==> src/hw/cisl_pkg.sv <==
// Purpose: constants and carriers of the channel interrupt status latch
// Assumes: word addressed Avalon-MM slave, twelve line channels
// Notes: word index = {block, register}; byte address is four times it
//
// What this block does
// fifo-limit change sets status bit 3, sticky
// lock-loss change sets status bit 2, sticky
// signal-loss change sets status bit 1, sticky
// drive-monitor change sets status bit 0, sticky
// status read returns bits then clears them
// zero bit means no change since read
// alarm register shows present condition levels
// twelve copies, register 2 of blocks 0-5, 8-d
// both declare and clear count as change
// enable bit one allows interrupt, zero blocks
// interrupt while enabled status bit set
package cisl_pkg;
  // channel count and per-channel field width
  localparam int CISL_CHANNELS = 12;
  localparam int CISL_COND_W = 4;
  // register index inside a channel block
  localparam logic [3:0] CISL_REG_ENABLE = 4'h1;
  localparam logic [3:0] CISL_REG_STATUS = 4'h2;
  localparam logic [3:0] CISL_REG_ALARM = 4'h3;
  // block numbers in use: 0-5 then 8-d, the gap of two is skipped
  localparam logic [3:0] CISL_BLK_LOW_MAX = 4'h5;
  localparam logic [3:0] CISL_BLK_HIGH_MIN = 4'h8;
  localparam logic [3:0] CISL_BLK_HIGH_MAX = 4'hd;
  localparam logic [3:0] CISL_BLK_GAP = 4'h2;
  // field positions inside status, enable and alarm registers
  localparam int CISL_BIT_FL = 3;
  localparam int CISL_BIT_LOL = 2;
  localparam int CISL_BIT_LOS = 1;
  localparam int CISL_BIT_DMO = 0;
  // reset values
  localparam logic [3:0] CISL_STATUS_RST = 4'h0;
  localparam logic [3:0] CISL_ENABLE_RST = 4'h0;
  // cycles after reset before a change may be reported
  localparam logic [2:0] CISL_WARM_CYCLES = 3'h4;
  // one channel's four conditions, msb first as in the registers
  typedef struct packed {
    logic fifo_limit_alarm;
    logic receive_lock_loss;
    logic receive_signal_loss;
    logic transmit_drive_monitor;
  } cisl_cond_s;
  // avalon request group driven by the master
  typedef struct packed {
    logic read;
    logic write;
    logic [7:0] address;
    logic [31:0] writedata;
    logic [3:0] byteenable;
  } cisl_avs_req_s;
  // bus slave states
  typedef enum logic {CISL_IDLE, CISL_DONE} cisl_bus_e;
endpackage

==> src/hw/cisl_top.sv <==
// Purpose: per-channel change-of-condition status latch with clear on read
// Assumes: condition inputs are asynchronous pins; one 125 MHz clock
// Notes: every request is answered on the second edge after it rises
//
// The Avalon-MM interface to the registers and the register addresses were decided locally.
module cisl_top import cisl_pkg::*; (
  input wire logic clk,
  input wire logic rst,
  input cisl_avs_req_s avs_req,
  output logic [31:0] avs_readdata,
  output logic avs_waitrequest,
  input cisl_cond_s [CISL_CHANNELS-1:0] cond,
  output logic irq
);

  ////////////////////////////////////////////////////////////////////////
  // declarations

  // sync chain and settled level per channel
  logic [CISL_CHANNELS-1:0][CISL_COND_W-1:0] s1_q, s2_q, s3_q, lvl_q;
  // sticky change flags and their enables
  logic [CISL_CHANNELS-1:0][CISL_COND_W-1:0] status_q, en_q;
  // one-cycle change events, next status values
  logic [CISL_CHANNELS-1:0][CISL_COND_W-1:0] evt, status_d, clr;
  // per-channel strobes from the bus
  logic [CISL_CHANNELS-1:0] wr_en, rd_st;
  // warm-up counter after reset
  logic [2:0] warm_q, warm_d;
  logic warm;
  // bus state and registered read data
  cisl_bus_e state_q, state_d;
  logic [31:0] rdata_q, rdata_d;
  // address decode
  // chan carries a valid flag above the channel index; regsel picks the
  // register inside the block
  logic [4:0] chan;
  logic [3:0] ch;
  logic [3:0] regsel;
  logic hit;
  logic acc;
  // interrupt request flop
  logic irq_q, irq_d;

  ////////////////////////////////////////////////////////////////////////
  // address decode

  // map block number to channel index; msb flags a used block
  // blocks 6, 7, e and f hold no channel: a read there returns zero and a
  // write is dropped, so a stray address never aliases onto a live channel
  // closing the gap with one subtraction is cheaper than a twelve-entry table
  function automatic logic [4:0] chan_of(input logic [3:0] blk);
    logic [4:0] r;
    r = '0;
    if (blk <= CISL_BLK_LOW_MAX) begin
      r = {1'b1, blk};
    end else if (blk >= CISL_BLK_HIGH_MIN && blk <= CISL_BLK_HIGH_MAX) begin
      r = {1'b1, blk - CISL_BLK_GAP}; // blocks 8-d carry channels 6-11
    end
    return r;
  endfunction

  // hit also demands one of the three registers; anything else reads zero
  // decode is combinational on the held address
  always_comb begin
    chan = chan_of(avs_req.address[7:4]);
    ch = chan[3:0];
    regsel = avs_req.address[3:0];
    hit = chan[4] && (regsel == CISL_REG_ENABLE || regsel == CISL_REG_STATUS
          || regsel == CISL_REG_ALARM);
  end

  ////////////////////////////////////////////////////////////////////////
  // warm-up: no change is reported until the sync chain and level hold
  // real samples, so a condition present at reset is not a false event
  // limitation: a genuine change inside those first cycles is folded into
  // the starting level and never reported; software should read the alarm
  // register once after reset to learn where each condition stands

  always_comb begin
    warm_d = (warm_q == CISL_WARM_CYCLES) ? warm_q : warm_q + 3'h1;
    warm = (warm_q == CISL_WARM_CYCLES);
  end

  // count up once after reset, then stay
  always_ff @(posedge clk) begin
    if (rst) begin
      warm_q <= 3'h0;
    end else begin
      warm_q <= warm_d;
    end
  end

  ////////////////////////////////////////////////////////////////////////
  // avalon slave: request taken in idle, answered one edge later
  // trade-off: one fixed wait state per access costs a cycle, but read data
  // then come straight from a flop and the clear-on-read strobe lines up with
  // the accept edge, where the master takes the word
  // the master may present its next request on the accept edge itself; it is
  // taken on the following edge, after the state has returned to idle

  // accept edge: waitrequest is low and the master samples it
  assign acc = (state_q == CISL_DONE);
  assign avs_waitrequest = !acc;
  assign avs_readdata = rdata_q;

  // next state and read data; the word is captured on the take edge so that
  // it stands unchanged through the accept cycle
  always_comb begin
    state_d = state_q;
    rdata_d = rdata_q;
    unique case (state_q)
      CISL_IDLE: begin
        if (avs_req.read || avs_req.write) begin
          state_d = CISL_DONE;
          rdata_d = 32'h0; // unmapped address and writes read zero
          if (avs_req.read && hit) begin
            unique case (regsel)
              CISL_REG_ENABLE: rdata_d = {28'h0, en_q[ch]};
              CISL_REG_STATUS: rdata_d = {28'h0, status_q[ch]};
              default: rdata_d = {28'h0, lvl_q[ch]}; // present levels
            endcase
          end
        end
      end
      CISL_DONE: begin
        state_d = CISL_IDLE; // master drops or renews its request
      end
    endcase
  end

  // bus state and read data flops; reset leaves the slave idle with
  // waitrequest high, so nothing is taken before the first edge after release
  always_ff @(posedge clk) begin
    if (rst) begin
      state_q <= CISL_IDLE;
      rdata_q <= 32'h0;
    end else begin
      state_q <= state_d;
      rdata_q <= rdata_d;
    end
  end

  ////////////////////////////////////////////////////////////////////////
  // per-channel latch
  // each condition pin passes three flops; the first may go metastable, so
  // only the second and third are looked at, and a new level is taken only
  // while those two agree. a pulse shorter than about two cycles may thus be
  // lost, which is acceptable for slow alarm levels
  // hazard: a read and a fresh change can meet in one cycle; the clear mask
  // is the word handed out, so the new change survives the read

  genvar c;
  generate
    for (c = 0; c < CISL_CHANNELS; c++) begin : g_ch
      logic [CISL_COND_W-1:0] agree;
      logic [CISL_COND_W-1:0] lvl_d, en_d;

      // strobes at the accept edge for this channel's copy
      always_comb begin
        wr_en[c] = acc && avs_req.write && hit && ch == c
                   && regsel == CISL_REG_ENABLE && avs_req.byteenable[0];
        rd_st[c] = acc && avs_req.read && hit && ch == c
                   && regsel == CISL_REG_STATUS;
      end

      // a bit counts once the second and third stages agree
      always_comb begin
        agree = ~(s2_q[c] ^ s3_q[c]);
        lvl_d = (lvl_q[c] & ~agree) | (s2_q[c] & agree);
        // rising and falling both differ from the held level
        evt[c] = warm ? (agree & (s2_q[c] ^ lvl_q[c])) : '0;
      end

      // clear only what was handed out, so a change after the read
      // data was captured is still reported next time
      always_comb begin
        clr[c] = rd_st[c] ? rdata_q[CISL_COND_W-1:0] : '0;
        // set wins over clear; bits map 3..0 to fl, lol, los, dmo
        status_d[c] = (status_q[c] & ~clr[c]) | evt[c];
        en_d = wr_en[c] ? avs_req.writedata[CISL_COND_W-1:0] : en_q[c];
      end

      // sync chain, level, status and enable flops of this channel
      always_ff @(posedge clk) begin
        if (rst) begin
          s1_q[c] <= '0;
          s2_q[c] <= '0;
          s3_q[c] <= '0;
          lvl_q[c] <= '0;
          status_q[c] <= CISL_STATUS_RST;
          en_q[c] <= CISL_ENABLE_RST;
        end else begin
          s1_q[c] <= cond[c]; // first stage feeds only the second
          s2_q[c] <= s1_q[c];
          s3_q[c] <= s2_q[c];
          lvl_q[c] <= lvl_d;
          status_q[c] <= status_d[c];
          en_q[c] <= en_d;
        end
      end

      // checks per channel
      a_fl_sets: assert property (@(posedge clk) disable iff (rst)
        evt[c][CISL_BIT_FL] |=> status_q[c][CISL_BIT_FL])
        else $error("fifo limit change not latched");
      a_lol_holds: assert property (@(posedge clk) disable iff (rst)
        status_q[c][CISL_BIT_LOL] && !rd_st[c] |=> status_q[c][CISL_BIT_LOL])
        else $error("lock loss flag dropped without read");
      a_los_cause: assert property (@(posedge clk) disable iff (rst)
        $rose(status_q[c][CISL_BIT_LOS]) |-> $past(evt[c][CISL_BIT_LOS]))
        else $error("signal loss flag set without change");
      a_dmo_sets: assert property (@(posedge clk) disable iff (rst)
        evt[c][CISL_BIT_DMO] ##1 !rd_st[c] |-> status_q[c][CISL_BIT_DMO])
        else $error("drive monitor change not latched");
      a_read_clears: assert property (@(posedge clk) disable iff (rst)
        rd_st[c] && evt[c] == '0 |=> (status_q[c] & $past(rdata_q[3:0])) == '0)
        else $error("status read did not clear bits");
      a_zero_stays: assert property (@(posedge clk) disable iff (rst)
        ##1 (status_q[c] & ~$past(status_q[c]) & ~$past(evt[c])) == '0)
        else $error("status bit set with no change");
      a_alarm_level: assert property (@(posedge clk) disable iff (rst)
        warm && s2_q[c] == s3_q[c] |=> lvl_q[c] == $past(s3_q[c]))
        else $error("alarm level not following settled input");
      a_both_edges: assert property (@(posedge clk) disable iff (rst || !warm)
        ##1 $past(warm) && $changed(lvl_q[c]) |->
          ((status_q[c] & (lvl_q[c] ^ $past(lvl_q[c]))) ==
           (lvl_q[c] ^ $past(lvl_q[c]))))
        else $error("level change missed a status bit");
      // no bit falls without a status read of this channel
      a_bits_hold: assert property (@(posedge clk) disable iff (rst)
        !rd_st[c] |=> (status_q[c] & $past(status_q[c])) == $past(status_q[c]))
        else $error("status bit dropped without read");
      // nothing new is reported while the chain is still warming up
      a_warm_quiet: assert property (@(posedge clk) disable iff (rst)
        !warm |=> (status_q[c] & ~$past(status_q[c])) == '0)
        else $error("status bit set during warm-up");
      // enable bits move only on a write to this channel's copy
      a_enable_holds: assert property (@(posedge clk) disable iff (rst)
        !wr_en[c] |=> en_q[c] == $past(en_q[c]))
        else $error("enable changed without write");
      a_enable_loads: assert property (@(posedge clk) disable iff (rst)
        wr_en[c] |=> en_q[c] == $past(avs_req.writedata[CISL_COND_W-1:0]))
        else $error("enable write not taken");
    end
  endgenerate

  ////////////////////////////////////////////////////////////////////////
  // interrupt request: any status bit whose enable is set
  // the request looks at the next status value, so it rises on the same edge
  // as the status bit and falls on the very accept edge of the clearing read
  // the pin itself comes from a flop so that decode glitches never reach it

  always_comb begin
    irq_d = 1'b0;
    for (int i = 0; i < CISL_CHANNELS; i++) begin
      irq_d = irq_d | (|(status_d[i] & en_q[i]));
    end
  end

  // register the request; reset holds it low
  always_ff @(posedge clk) begin
    if (rst) begin
      irq_q <= 1'b0;
    end else begin
      irq_q <= irq_d;
    end
  end

  // the pin is the flop itself
  assign irq = irq_q;

  ////////////////////////////////////////////////////////////////////////
  // bus and interrupt checks
  // these watch the slave from the bus side; they rely on a master that holds
  // its request until the accept edge, as the avalon rules require

  a_bus_answer: assert property (@(posedge clk) disable iff (rst)
    (avs_req.read || avs_req.write) && avs_waitrequest |=> !avs_waitrequest)
    else $error("request not answered in one cycle");
  a_irq_gate: assert property (@(posedge clk) disable iff (rst)
    irq |-> $past(en_q) != '0)
    else $error("interrupt raised with all enables clear");
  a_irq_release: assert property (@(posedge clk) disable iff (rst)
    ##1 irq == ($past(status_d & en_q) != '0))
    else $error("interrupt out of step with enabled status");
  // an unused block answers zero, and the spare upper bits always read zero
  a_unmapped_zero: assert property (@(posedge clk) disable iff (rst)
    acc && avs_req.read && !hit |-> avs_readdata == 32'h0)
    else $error("unmapped block returned data");
  a_upper_zero: assert property (@(posedge clk) disable iff (rst)
    acc |-> avs_readdata[31:CISL_COND_W] == 28'h0)
    else $error("reserved read bits not zero");
  // one transfer touches at most one channel's copy
  a_strobe_onehot: assert property (@(posedge clk) disable iff (rst)
    $onehot0({rd_st, wr_en}))
    else $error("strobes reached more than one channel");

  c_status_read: cover property (@(posedge clk) disable iff (rst)
    rd_st != '0 && rdata_q[3:0] != 4'h0);
  c_irq_rise: cover property (@(posedge clk) disable iff (rst) $rose(irq));
  c_irq_fall: cover property (@(posedge clk) disable iff (rst) $fell(irq));
  c_enable_write: cover property (@(posedge clk) disable iff (rst) wr_en != '0);
  // all four conditions reported by a single read
  c_four_changes: cover property (@(posedge clk) disable iff (rst)
    rd_st != '0 && rdata_q[3:0] == 4'hf);

endmodule

==> config.mk <==
export PLATFORM = sky130hd
export DESIGN_NAME = cisl_top
export DESIGN_NICKNAME = d
export VERILOG_FILES = /design/src/hw/cisl_pkg.sv /design/src/hw/cisl_top.sv
export SDC_FILE = /design/constraint.sdc
export NUM_CORES = 1
export LEC_CHECK = 0
export BUFFER_PORTS_ARGS = -buffer_cell sky130_fd_sc_hd__buf_2
export CORE_ASPECT_RATIO = 0.9
export CORE_UTILIZATION = 53
export DETAILED_ROUTE_END_ITERATION = 8
export PLACE_DENSITY_LB_ADDON = 0.15
export SLEW_MARGIN = 30
export SYNTH_ARGS = -nofsm -noshare
export SYNTH_HDL_FRONTEND = slang
export SYNTH_SLANG_ARGS = --single-unit
==> constraint.sdc <==
create_clock -name clk -period 2.51 [get_ports clk]
set_input_delay 0.502 -clock clk [delete_from_list [all_inputs] [get_ports clk]]
set_output_delay 0.502 -clock clk [all_outputs]
set_load 0.02 [all_outputs]
==> summary.md, run 1 <==
| Metric | Value |
|---|---|
| Die width | between 150 and 200 µm |
| Die ar. | 24,550 µm² |
| Port buffer count | 70 |
| Ratio of final minimum period to clock period | 97.18% |
| Initial core utilization | a little over half |
| Synth Area in Compound Gates | 20.15% |
| Worst slew pin tran | roughly 0.67 ns |
| RSZ-0062 raised after global routing | false |
| Worst-Skew Late Latency | 0.59 ns |
| Worst rel slew slack | 55.04% |
| Fill cells | 1,920 |
| DR pass1 iterations | 6 |
| TritonCTS clock tree | built |
| Highest Clock Rate | 410.0 MHz |
| Syn Std Cell Area | 12,680 µm² |
| Crit-path cells | inv_1, ha_1, and2_4, buf_4, o211a_1, a31o_2, a211o_1, a2111o_1, nor4_2, a41oi_1 |
| Clk buf depth | 3 |
| Largest net degree at the start of global routing | 135 |
| Initial drt markers | 1,291 |
| H-tree depth | 1 |
| Final setup TNS | 0 ns |
| Post-route insts no fill | 1,950 |
| Vias per cell | 5.959 |
| CP peak stage delay | around 0.33 ns |
| Run status | completed |
| Worst EP arrival | 2.90 ns |
| CTS Buf Count | 30 |
| Yosys reg bits | 297 |
| Final critical-path required period | 2.439 ns |
| Max-slew violation count | 0 |
| Area leader, netlist | dfxtp_1 |
| Cells after synthesis | 1,423 |
| Prevailing post-synth register cell | dfxtp_1 |
| Power density cells | 653.0 nW/µm² |
| CP Capture Type | register |
| Die height | 148.7 µm |
| # setup viols final | 0 |
| R2R cell count | 10 |
| Hold_buf cts | 0 |
| Final hold vios | 0 |
| Avg WL per Cell | 22.40 µm |
| Remaining DRCs | 0 |
| Max-cap violations | 0 |
| Routability congestion estimate from global placement | 1.058 |
| Post-DRT Antenna Nets | 0 |
| Largest family of logic cells by synthesized area | simple AND/OR/NAND/NOR gates |
| Worst path slowest cell | dfxtp_1 |
| Leakage | 0.005984 µW |
| Adder-cell share of the synthesized area | 0.2960% |
| Crit Path Category | reg2reg |
| Worst vdd ir | between 0.7 and 0.8 mV |
| Core Rows | 53 |
| Initial antenna violation count | 3 |
| Routed vias | 11,620 |
| Syn-to-layout area delta | 22.17% |
| Yosys warnings | 0 |
| Number of global-route vias before repair | 10,710 |
| Core ar. | 23,410 µm² |
| Post-synth ARST share | 0% |
| Root Buffer | clkbuf_16 |
| Clock-pin slew on the worst setup and hold paths | 0.07 ns |
| Post-Synth XOR/XNOR Area | 0.1381% |
| Placed Cells | about 1,900 |
| Num ports | 130 |
| Worst min-delay path class | in2reg |
| Post-synth EDFFs | 0 |
| Routed WL | approximately 44,000 µm |
| Grt total ovfl | 0 |
| Worst EP required | 2.98 ns |
| Synth top area cells | dfxtp_1 (47%), nor2b_1 (7.5%), a21oi_1 (5.4%) |
| Clk_skew | 0.05097 ns |
| Sequential share of the synthesized area | 46.89% |
| Hold path cells | 2 |
| Layout cell share with drive strength beyond 1 | 21.49% |
| CP Max Fanout | 8 |
| Mux contribution to synthesized area | 6.128% |
| GRT Total Usage | 35.86% |
| Global-route wire length before repair | 63,890 µm |
| Netlist cell types | 82 |
| Fraction of the mapped netlist area in simple logic gates | 21.39% |
| Nets | 1,725 |
| CP startpoint kind | register |
| Synthesized area per cell | a little under 9 µm² |
| Clock sinks | roughly 300 |
| Post-CTS Setup Bufs | 0 |
| Post-synth top area share | a little under half |
| Post-DP HPWL | around 33,000 µm |
## per-layer routing
layer	wire length (µm)	GRT usage (%)
met1	18380	47.97
met2	18590	53.85
met3	4702	10.48
met4	1970	14.95
met5	26	0
## report_power, final
| group | leakage, µW | internal [µW] | total (µW) | switching [µW] |
|---|---|---|---|---|
| sequential | 0.00242 | 4820 | 4880 | 61.9 |
| clock | 0.000473 | 2520 | 4440 | 1920 |
| combinational | 0.00309 | 336 | 798 | 461 |
## worst paths after layout
path | from | end | slack [ns]
setup / recovery | warm_q[0] | irq | 0.07
hold / removal | cond[23] | s1_q[23] | 0.12
setup reg to reg | warm_q[0] | irq | 0.07
hold reg to reg | s1_q[28] | s2_q[28] | 0.43
## per-stage QoR
stage / area, µm² / setup slack (ns) / utilization (%) / hold slack (ns) / power, µW
floorplan: 12850 / 0.0009690 / - / 0.4138 / 5418
global placement: 14490 / -0.5114 / 61.92 / 0.4160 / 5743
detailed placement: 14490 / -0.4576 / 61.92 / 0.4233 / 5760
CTS: 15480 / 0.06869 / 66.13 / 0.1039 / 10150
global route: 15490 / 0.003217 / 66.17 / 0.1206 / 10420
finish: 15490 / 0.07070 / 66.18 / 0.1150 / 10120
## critical path, delay by kind of cell (launching register included)
family	cells	cell delay (ns)
AOI/OAI and AO/OA	5	1.13
DFF	1	0.33
adders and majority gates	1	0.23
and+or+nand+nor	2	0.38
buffers and inverters	2	0.25
## final cells by class
type	instances	area (µm²)	share of cell area, %
multi-input combinational	1025	6257	40.39
sequential	297	5946	38.38
timing repair buffer	251	1844	11.91
clock buffer	39	814.5	5.258
tap	302	377.9	2.439
clock inverter	14	170.2	1.098
inverter	21	78.83	0.5088
antenna	1	2.502	0.01615
## cell usage in the layout (no fill, tap or decap), drive strengths merged, types with 4 or more instances in the layout
| cell | instances |
|---|---|
| a22o | 5 |
| a32o | 4 |
| o311ai | 7 |
| a31oi | 6 |
| nand3b | 6 |
| o2111ai | 8 |
| a211oi | 12 |
| and3 | 7 |
| mux4 | 22 |
| nor3 | 4 |
| inv | 24 |
| nor2b | 152 |
| nand3 | 38 |
| and3b | 8 |
| mux2i | 27 |
| clkbuf | 39 |
| nand2 | 184 |
| a21boi | 8 |
| nor3b | 7 |
| or3b | 7 |
| o21ai | 133 |
| a221oi | 4 |
| o211ai | 27 |
| nor2 | 64 |
| clkinv | 6 |
| dfxtp | 297 |
| o31ai | 4 |
| buf | 251 |
| or2 | 4 |
| conb | 28 |
| nand2b | 22 |
| o22ai | 20 |
| o21a | 5 |
| a21oi | 138 |
| a22oi | 9 |
## synth_stat cells (all sizes together), types with 27 or more instances
master,number
a21oi,138
nor2b,152
nand3,38
nand2,184
o21ai,133
nor2,64
buf,50
dfxtp,297
clkbuf,57
o211ai,27
mux2i,27
## logic make-up (layout without fill, tap and decap cells)
family	after synthesis	after routing
and+or+nand+nor	521	521
other	1	29
xor gates and xnor gates	2	2
buffers and inverters	128	325
muxes	50	50
adders and majority gates	3	3
DFF	297	297
AOI/OAI and AO/OA	421	421
## timing repair
| action | CTS | global route |
|---|---|---|
| endpoints found under the hold margin | 0 | 0 |
| gates resized for setup | 2 | 2 |
| setup endpoints to repair | 1 | 1 |
No activity file was read; power rests on OpenSTA's default activity.
==> run 2, diff against run 1 <==
--- a/config.mk
+++ b/config.mk
@@ -5,6 +5,7 @@
 export SDC_FILE = /design/constraint.sdc
 export NUM_CORES = 1
 export LEC_CHECK = 0
+export ABC_AREA = 1
 export BUFFER_PORTS_ARGS = -buffer_cell sky130_fd_sc_hd__buf_2
 export CORE_ASPECT_RATIO = 0.9
 export CORE_UTILIZATION = 53
==> run 2 against run 1 <==
Against the previous run:
- count of clock-buffer cells in the layout unchanged
- cell count up 13%
- sequential power about the same
- maximum frequency up 14%
- area after synthesis down 3.3%
- clock power down 2%
- critical endpoint unchanged
==> summary.md, run 2 <==
| Metric | Value |
|---|---|
| Run status | completed |
| Num ports | 130 (unchanged) |
| Number of global-route vias before repair | 10,460 (-2.3%) |
| Highest Clock Rate | 466.5 MHz (+14%) |
| Post-synth EDFFs | 0 (unchanged) |
| Global-route wire length before repair | 54,210 µm (-15%) |
| CP Max Fanout | 20 (+12) |
| Worst-Skew Late Latency | 0.56 ns (-0.03 ns) |
| GRT Total Usage | 29.32% (-6.5 points) |
| Worst EP arrival | 2.61 ns (-0.29 ns) |
| Worst rel slew slack | 44.28% (-11 points) |
| Syn-to-layout area delta | 18.59% |
| Port buffer count | 70 (unchanged) |
| Leakage | 0.006393 µW (+6.8%) |
| Reg-to-Reg Start | warm_q[0] |
| Worst flop-to-flop path endpoint | irq |
| Initial core utilization | 54.33% (+0.17 points) |
| Initial antenna violation count | 0 (-3) |
| Netlist cell types | 39 (-52%) |
| Largest net degree at the start of global routing | 199 (+47%) |
| Prevailing post-synth register cell | dfxtp_1 |
| Die ar. | 23,760 µm² (-3.2%) |
| H-tree depth | 1 (unchanged) |
| Most frequent cell after synthesis | nor2_1 |
| Final hold vios | 0 (unchanged) |
| Post-CTS Setup Bufs | 0 (unchanged) |
| CP Capture Type | register |
| Routability congestion estimate from global placement | 0.9529 (-10%) |
| Routed WL | 34,250 µm (-22%) |
| Max-cap violations | 0 (unchanged) |
| Core Rows | 52 (-1.9%) |
| Fill cells | 2,065 (+7.6%) |
| Post-DP HPWL | 24,500 µm (-27%) |
| Fin worst setup slack | 0.3666 ns (+0.2959 ns) |
| Hold_buf cts | 0 (unchanged) |
| Yosys warnings | 0 (unchanged) |
| Layout cell share with drive strength beyond 1 | 14.83% (-6.7 points) |
| Area leader, netlist | dfxtp_1 |
| Final critical-path required period | 2.143 ns (-0.2959 ns) |
| Final setup TNS | 0 ns (unchanged) |
| Clk_skew | 0.01140 ns (-0.03957 ns) |
| Yosys reg bits | 297 (unchanged) |
| Clock sinks | 297 (unchanged) |
| Syn Std Cell Area | 12,270 µm² (-3.3%) |
| Post-route insts no fill | 2,199 (+13%) |
| Synth top area cells | dfxtp_1 (48%), nor2_1 (11%), nand2_1 (10%) |
| RSZ-0062 raised after global routing | false |
| Post-synth top area share | 48.47% (+1.6 points) |
| Post-synth ARST share | 0% (unchanged) |
| # setup viols final | 0 (unchanged) |
| Worst EP required | 2.97 ns (about the same) |
| Vias per cell | 5.089 (-15%) |
| Commonest non-fill, non-tap cell in the layout | nor2_1 |
| CTS resizes | 0 (-2) |
| Worst setup path startpoint | warm_q[0] |
| Dpl ws | -0.1550 ns (+0.3026 ns) |
| CP startpoint kind | register |
| Grt total ovfl | 0 (unchanged) |
| Die height | 146.3 µm (-1.6%) |
| Ratio of final minimum period to clock period | 85.39% (-12 points) |
| Routed vias | 11,190 (-3.7%) |
| Sequential share of the synthesized area | 48.47% (+1.6 points) |
| Max-slew violation count | 0 (unchanged) |
| Remaining DRCs | 0 (unchanged) |
| Worst slew pin tran | 0.8358 ns (+0.1684 ns) |
| ANT cells | 0 (-1) |
| Core ar. | 22,580 µm² (-3.6%) |
| Clk buf depth | 3 (unchanged) |
| Worst min-delay path class | in2reg |
| Register area | 5946 µm² (unchanged) |
| Layout Utilization | 64.44% (-1.7 points) |
| CTS Buf Count | 29 (-3.3%) |
| Worst vdd ir | 0.6756 mV (-9.4%) |
| Most frequent cells after synthesis | nor2_1 (350), nand2_1 (342), dfxtp_1 (297) |
| Crit Path Category | reg2reg |
| Worst R2R Setup Slack | 0.37 ns (+0.30 ns) |
| Synthesized area per cell | 7.095 µm² (-20%) |
| Worst setup endpoint | irq |
| DR pass1 iterations | 5 (-1) |
| Avg WL per Cell | 15.58 µm (-30%) |
| Root Buffer | clkbuf_16 |
| Clock-pin slew on the worst setup and hold paths | 0.06 ns (about the same) |
| Die width | 162.4 µm (-1.6%) |
| R2R cell count | 15 (+5) |
| Multi-input logic area | 5190 µm² (-17%) |
| Cells after synthesis | 1,729 (+22%) |
| Power density cells | 699.0 nW/µm² (+7.1%) |
| Nets | 1,979 (+15%) |
| Post-DRT Antenna Nets | 0 (unchanged) |
| Commonest non-fill, non-tap cells in the layout | nor2_1 (349), nand2_1 (342), dfxtp_1 (297), inv_1 (191), o21ai_0 (159) |
| TritonCTS clock tree | built |
| Placed Cells | 2,146 (+13%) |
| Initial drt markers | 795 (-38%) |
## run 2: changes by cell type in the layout (fill, tap and decap cells not counted), sizes merged, moves of 22 or more
cell    delta
nand3     +32
inv      +177
nor2b    -152
o21ai     +27
nand2    +164
nand2b    -22
mux2i     -24
o211ai    -24
mux4      -22
nor2     +298
buf       -66
## run 2: worst min-delay path by stage
stage	cells after the start	to	from
6_report	3	s1_q[5]	cond[5]
5_1_grt	3	s1_q[5]	cond[5]
4_1_cts	3	s1_q[5]	cond[5]
3_5_place_dp	2	s2_q[20]	s1_q[20]
3_3_place_gp	2	s2_q[13]	s1_q[13]
2_1_floorplan	2	s2_q[0]	s1_q[0]
## run 2: critical path: stages, from the launching register on
cell and delay (ns):
dfxtp_1 0.37, inv_1 0.06, ha_1 0.18, nand2_1 0.20, buf_4 0.33, nor2_1 0.08
nand2_1 0.13, nand2_1 0.09, nand2_1 0.09, nand2_1 0.05, nor2_1 0.10, nand2_1 0.07
nor2_1 0.09, nand3_1 0.08, nand2_1 0.06, inv_1 0.04
## run 2: metrics by stage
stage	total power, µW	area (µm²)	hold WS [ns]
floorplan	5551	12370	0.3883
global placement	5906	13590	0.3884
detailed placement	5925	13590	0.3922
CTS	10210	14550	0.1256
global route	10530	14550	0.1331
finish	10170	14550	0.1397
## run 2: power by group
part / leakage (µW) / internal, µW / switching, µW / total [µW]
clock network: 0.000472 / 2460 / 1880 / 4340
registers: 0.00242 / 4830 / 71.6 / 4900
logic: 0.00350 / 328 / 600 / 927
total: 0.00639 / 7620 / 2550 / 10200
## run 2: routing by layer
| layer | vias up | track usage, % | share of wire (%) |
|---|---|---|---|
| li1 | 5711 | - | - |
| met1 | 5084 | 39.61 | 45 |
| met2 | 316 | 47.54 | 45 |
| met3 | 79 | 3.665 | 5.7 |
| met4 | 0 | 11.42 | 3.8 |
| met5 | - | 0 | 0 |
## run 2: logic make-up after synthesis
| logic type | after synthesis | synth area share [%] |
|---|---|---|
| flip-flops | 297 | 48.47 |
| XOR/XNOR | 1 | 0.07141 |
| multiplexers | 3 | 0.2448 |
| adder cells (fa/ha/maj) | 3 | 0.3060 |
| buffers and inverters | 293 | 10.07 |
| AO/OA/AOI/OAI | 325 | 13.87 |
| other | 1 | 0.03057 |
| AND/OR/NAND/NOR | 806 | 26.94 |
## run 2: cell type report
cell class	count	share of cell area [%]
clock inverter	14	0.7569
timing repair buffer	185	9.160
inverter	201	5.186
multi-input combinational	1166	35.68
tap	297	2.554
sequential	297	40.87
clock buffer	39	5.797
==> run 3, diff against run 2 <==
--- a/config.mk
+++ b/config.mk
@@ -7,8 +7,9 @@
 export LEC_CHECK = 0
 export ABC_AREA = 1
 export BUFFER_PORTS_ARGS = -buffer_cell sky130_fd_sc_hd__buf_2
+export CAP_MARGIN = 20
 export CORE_ASPECT_RATIO = 0.9
-export CORE_UTILIZATION = 53
+export CORE_UTILIZATION = 30
 export DETAILED_ROUTE_END_ITERATION = 8
 export PLACE_DENSITY_LB_ADDON = 0.15
 export SLEW_MARGIN = 30
==> run 3 against run 2 <==
Against the previous run:
- sequential share of layout area down 1.4 points
- global-route usage shrank 12 points
- worst hold slack better by 0.019 ns
- clock skew up 0.018 ns
- critical endpoint unchanged
- highest routed layer unchanged
- cell count grew 11%
- critical path type is now in2reg
==> summary.md, run 3 (synthesized netlist as in run 2, its figures left out) <==
| Metric | Value |
|---|---|
| Die ar. | 41,700 µm² (+76%) |
| # setup viols final | 0 (unchanged) |
| Initial antenna violation count | 0 (unchanged) |
| Post-route insts no fill | 2,444 (+11%) |
| CP Capture Type | register |
| Worst setup endpoint | irq |
| Worst flop-to-flop path endpoint | irq |
| Worst EP arrival | 2.66 ns (+0.05 ns) |
| Cell family with most CP delay | simple AND/OR/NAND/NOR gates |
| Worst R2R Setup Slack | 0.36 ns (about the same) |
| Num ports | 130 (unchanged) |
| Clock sinks | 297 (unchanged) |
| Avg WL per Cell | 15.26 µm (-2.0%) |
| CTS Buf Count | 34 (+17%) |
| Placed Cells | 2,383 (+11%) |
| Final hold vios | 0 (unchanged) |
| Clk buf depth | 3 (unchanged) |
| Power density cells | 721.0 nW/µm² (+3.2%) |
| CP startpoint kind | primary input |
| Final critical-path required period | 2.212 ns (+0.06872 ns) |
| Worst min-delay path class | in2reg |
| Number of global-route vias before repair | 10,410 (-0.51%) |
| WP buf/inv | 4 (+1) |
| Port buffer count | 70 (unchanged) |
| Core ar. | 39,890 µm² (+77%) |
| Global-route wire length before repair | 57,990 µm (+7.0%) |
| Fill cells | 4,327 (+110%) |
| Post-DRT Antenna Nets | 0 (unchanged) |
| Worst EP required | 2.96 ns (about the same) |
| Layout cell share with drive strength beyond 1 | 15.06% (+0.24 points) |
| Worst setup path startpoint | avs_req[41] |
| RSZ-0062 raised after global routing | false |
| Ratio of final minimum period to clock period | 88.13% (+2.7 points) |
| CP peak stage delay | 0.29 ns (-0.08 ns) |
| GRT Total Usage | 17.80% (-12 points) |
| Critical path depth | 19 (+4) |
| Core Rows | 69 (+33%) |
| Highest Clock Rate | 452.1 MHz (-3.1%) |
| Die height | 193.8 µm (+32%) |
| Worst-Skew Late Latency | 0.54 ns (-0.02 ns) |
| Run status | completed |
| Post-CTS Setup Bufs | 0 (unchanged) |
| Routed vias | 11,110 (-0.71%) |
| DR pass1 iterations | 8 (+3) |
| Max-cap violations | 0 (unchanged) |
| Final Power | 10,870 µW (+6.9%) |
| Commonest non-fill, non-tap cells in the layout | nor2_1 (349), nand2_1 (342), dfxtp_1 (297), inv_1 (191), o21ai_0 (159) |
| Worst Hold Margin | 0.1591 ns (+0.01934 ns) |
| Initial drt markers | 643 (-19%) |
| Fin worst setup slack | 0.2979 ns (-0.06872 ns) |
| Dpl ws | -0.2381 ns (-0.08311 ns) |
| Commonest non-fill, non-tap cell in the layout | nor2_1 |
| H-tree depth | 2 (+1) |
| CTS resizes | 0 (unchanged) |
| Worst vdd ir | 0.3747 mV (-45%) |
| Remaining DRCs | 0 (unchanged) |
| ANT cells | 0 (unchanged) |
| Vias per cell | 4.546 (-11%) |
| Crit-path cells | buf_2, inv_2, ha_1, inv_1, nand3_1, nand2_1, nand2_2, nor2_2, nand3_1, nand2_1, nand2_1, nand2_1, nand2_1, nor2_1, nand2_1, nor2_1, nand3_1, nand2_1, inv_1 |
| Routed WL | 37,290 µm (+8.9%) |
| Clk_skew | 0.02891 ns (+0.01751 ns) |
| Max-slew violation count | 0 (unchanged) |
| Largest net degree at the start of global routing | 124 (-38%) |
| Grt total ovfl | 0 (unchanged) |
| Worst path slowest cell | nor2_2 |
| Syn-to-layout area delta | 22.87% |
| Hold_buf cts | 0 (unchanged) |
| Routability congestion estimate from global placement | 0.8973 (-5.8%) |
| Worst rel slew slack | 50.69% (+6.4 points) |
| Leakage | 0.006497 µW (+1.6%) |
| Clock-pin slew on the worst setup and hold paths | 0.07 ns (about the same) |
| Post-DP HPWL | 26,750 µm (+9.2%) |
| R2R cell count | 16 (+1) |
| CP Max Fanout | 5 (-75%) |
| Initial core utilization | 30.75% (-24 points) |
| Worst slew pin tran | 0.7320 ns (-0.1038 ns) |
| Root Buffer | clkbuf_16 |
| Crit Path Category | in2reg |
| Cell mode on critical path | nand2_1 |
| Final setup TNS | 0 ns (unchanged) |
| Reg-to-Reg Start | warm_q[0] |
| TritonCTS clock tree | built |
| Nets | 1,986 (+0.35%) |
| Die width | 215.2 µm (+33%) |
-- run 3: cell count changes in the layout (fill, tap and decap cells not counted), moves of 3 or more --
cell | previous run | this run
clkbuf_16 | 29 | 34
clkinv_2 | 8 | 5
clkbuf_1 | 2 | 6
buf_12 | 9 | 12
-- run 3: worst min path at each step --
stage | from | to | slack [ns] | depth (start not counted)
after floorplan | s1_q[0] | s2_q[0] | 0.39 | 2
after detailed placement | s1_q[40] | s2_q[40] | 0.39 | 2
after global routing | cond[45] | s1_q[45] | 0.15 | 3
final | cond[46] | s1_q[46] | 0.16 | 3
after global placement | s1_q[44] | s2_q[44] | 0.39 | 2
after CTS | cond[46] | s1_q[46] | 0.14 | 3
-- run 3: cell type report --
| type | instances | area (µm²) | share of cell area, % |
|---|---|---|---|
| clock buffer | 49 | 997.2 | 6.616 |
| inverter | 201 | 754.5 | 5.006 |
| tap | 532 | 665.6 | 4.416 |
| multi-input combinational | 1166 | 5190 | 34.43 |
| timing repair buffer | 187 | 1385 | 9.190 |
| clock inverter | 12 | 133.9 | 0.8883 |
| sequential | 297 | 5946 | 39.45 |
-- run 3: metrics by stage --
stage	util (%)	cell area [µm²]
floorplan	-	12370
finish	37.79	15070
global placement	34.95	13940
detailed placement	34.95	13940
global route	37.79	15070
CTS	37.79	15070
-- run 3: metal layers --
layer	vias up	part of all wire, %	track usage, %
met5	-	0	0
met4	0	2.4	5.464
met3	53	4.9	2.808
met2	229	44	28.30
met1	5106	49	24.65
li1	5722	-	-
-- run 3: worst register-to-register path, stage by stage, from the launching register on --
cell and delay, ns:
dfxtp_1 0.37, inv_1 0.06, ha_1 0.20, nand2_1 0.17, buf_12 0.20, nor2_1 0.09
nand2_1 0.15, nand2_1 0.11, nand2_1 0.07, nand2_1 0.04, nor2_1 0.16, buf_4 0.15
nand2_1 0.05, nor2_1 0.09, nand3_1 0.08, nand2_1 0.06, inv_1 0.04
-- run 3: where the power goes --
group          leakage, µW  total (µW)  switching [µW]  internal [µW]
logic              0.00352         928             599            329
clock network     0.000555        5040            2050           2980
registers          0.00242        4900            69.3           4830
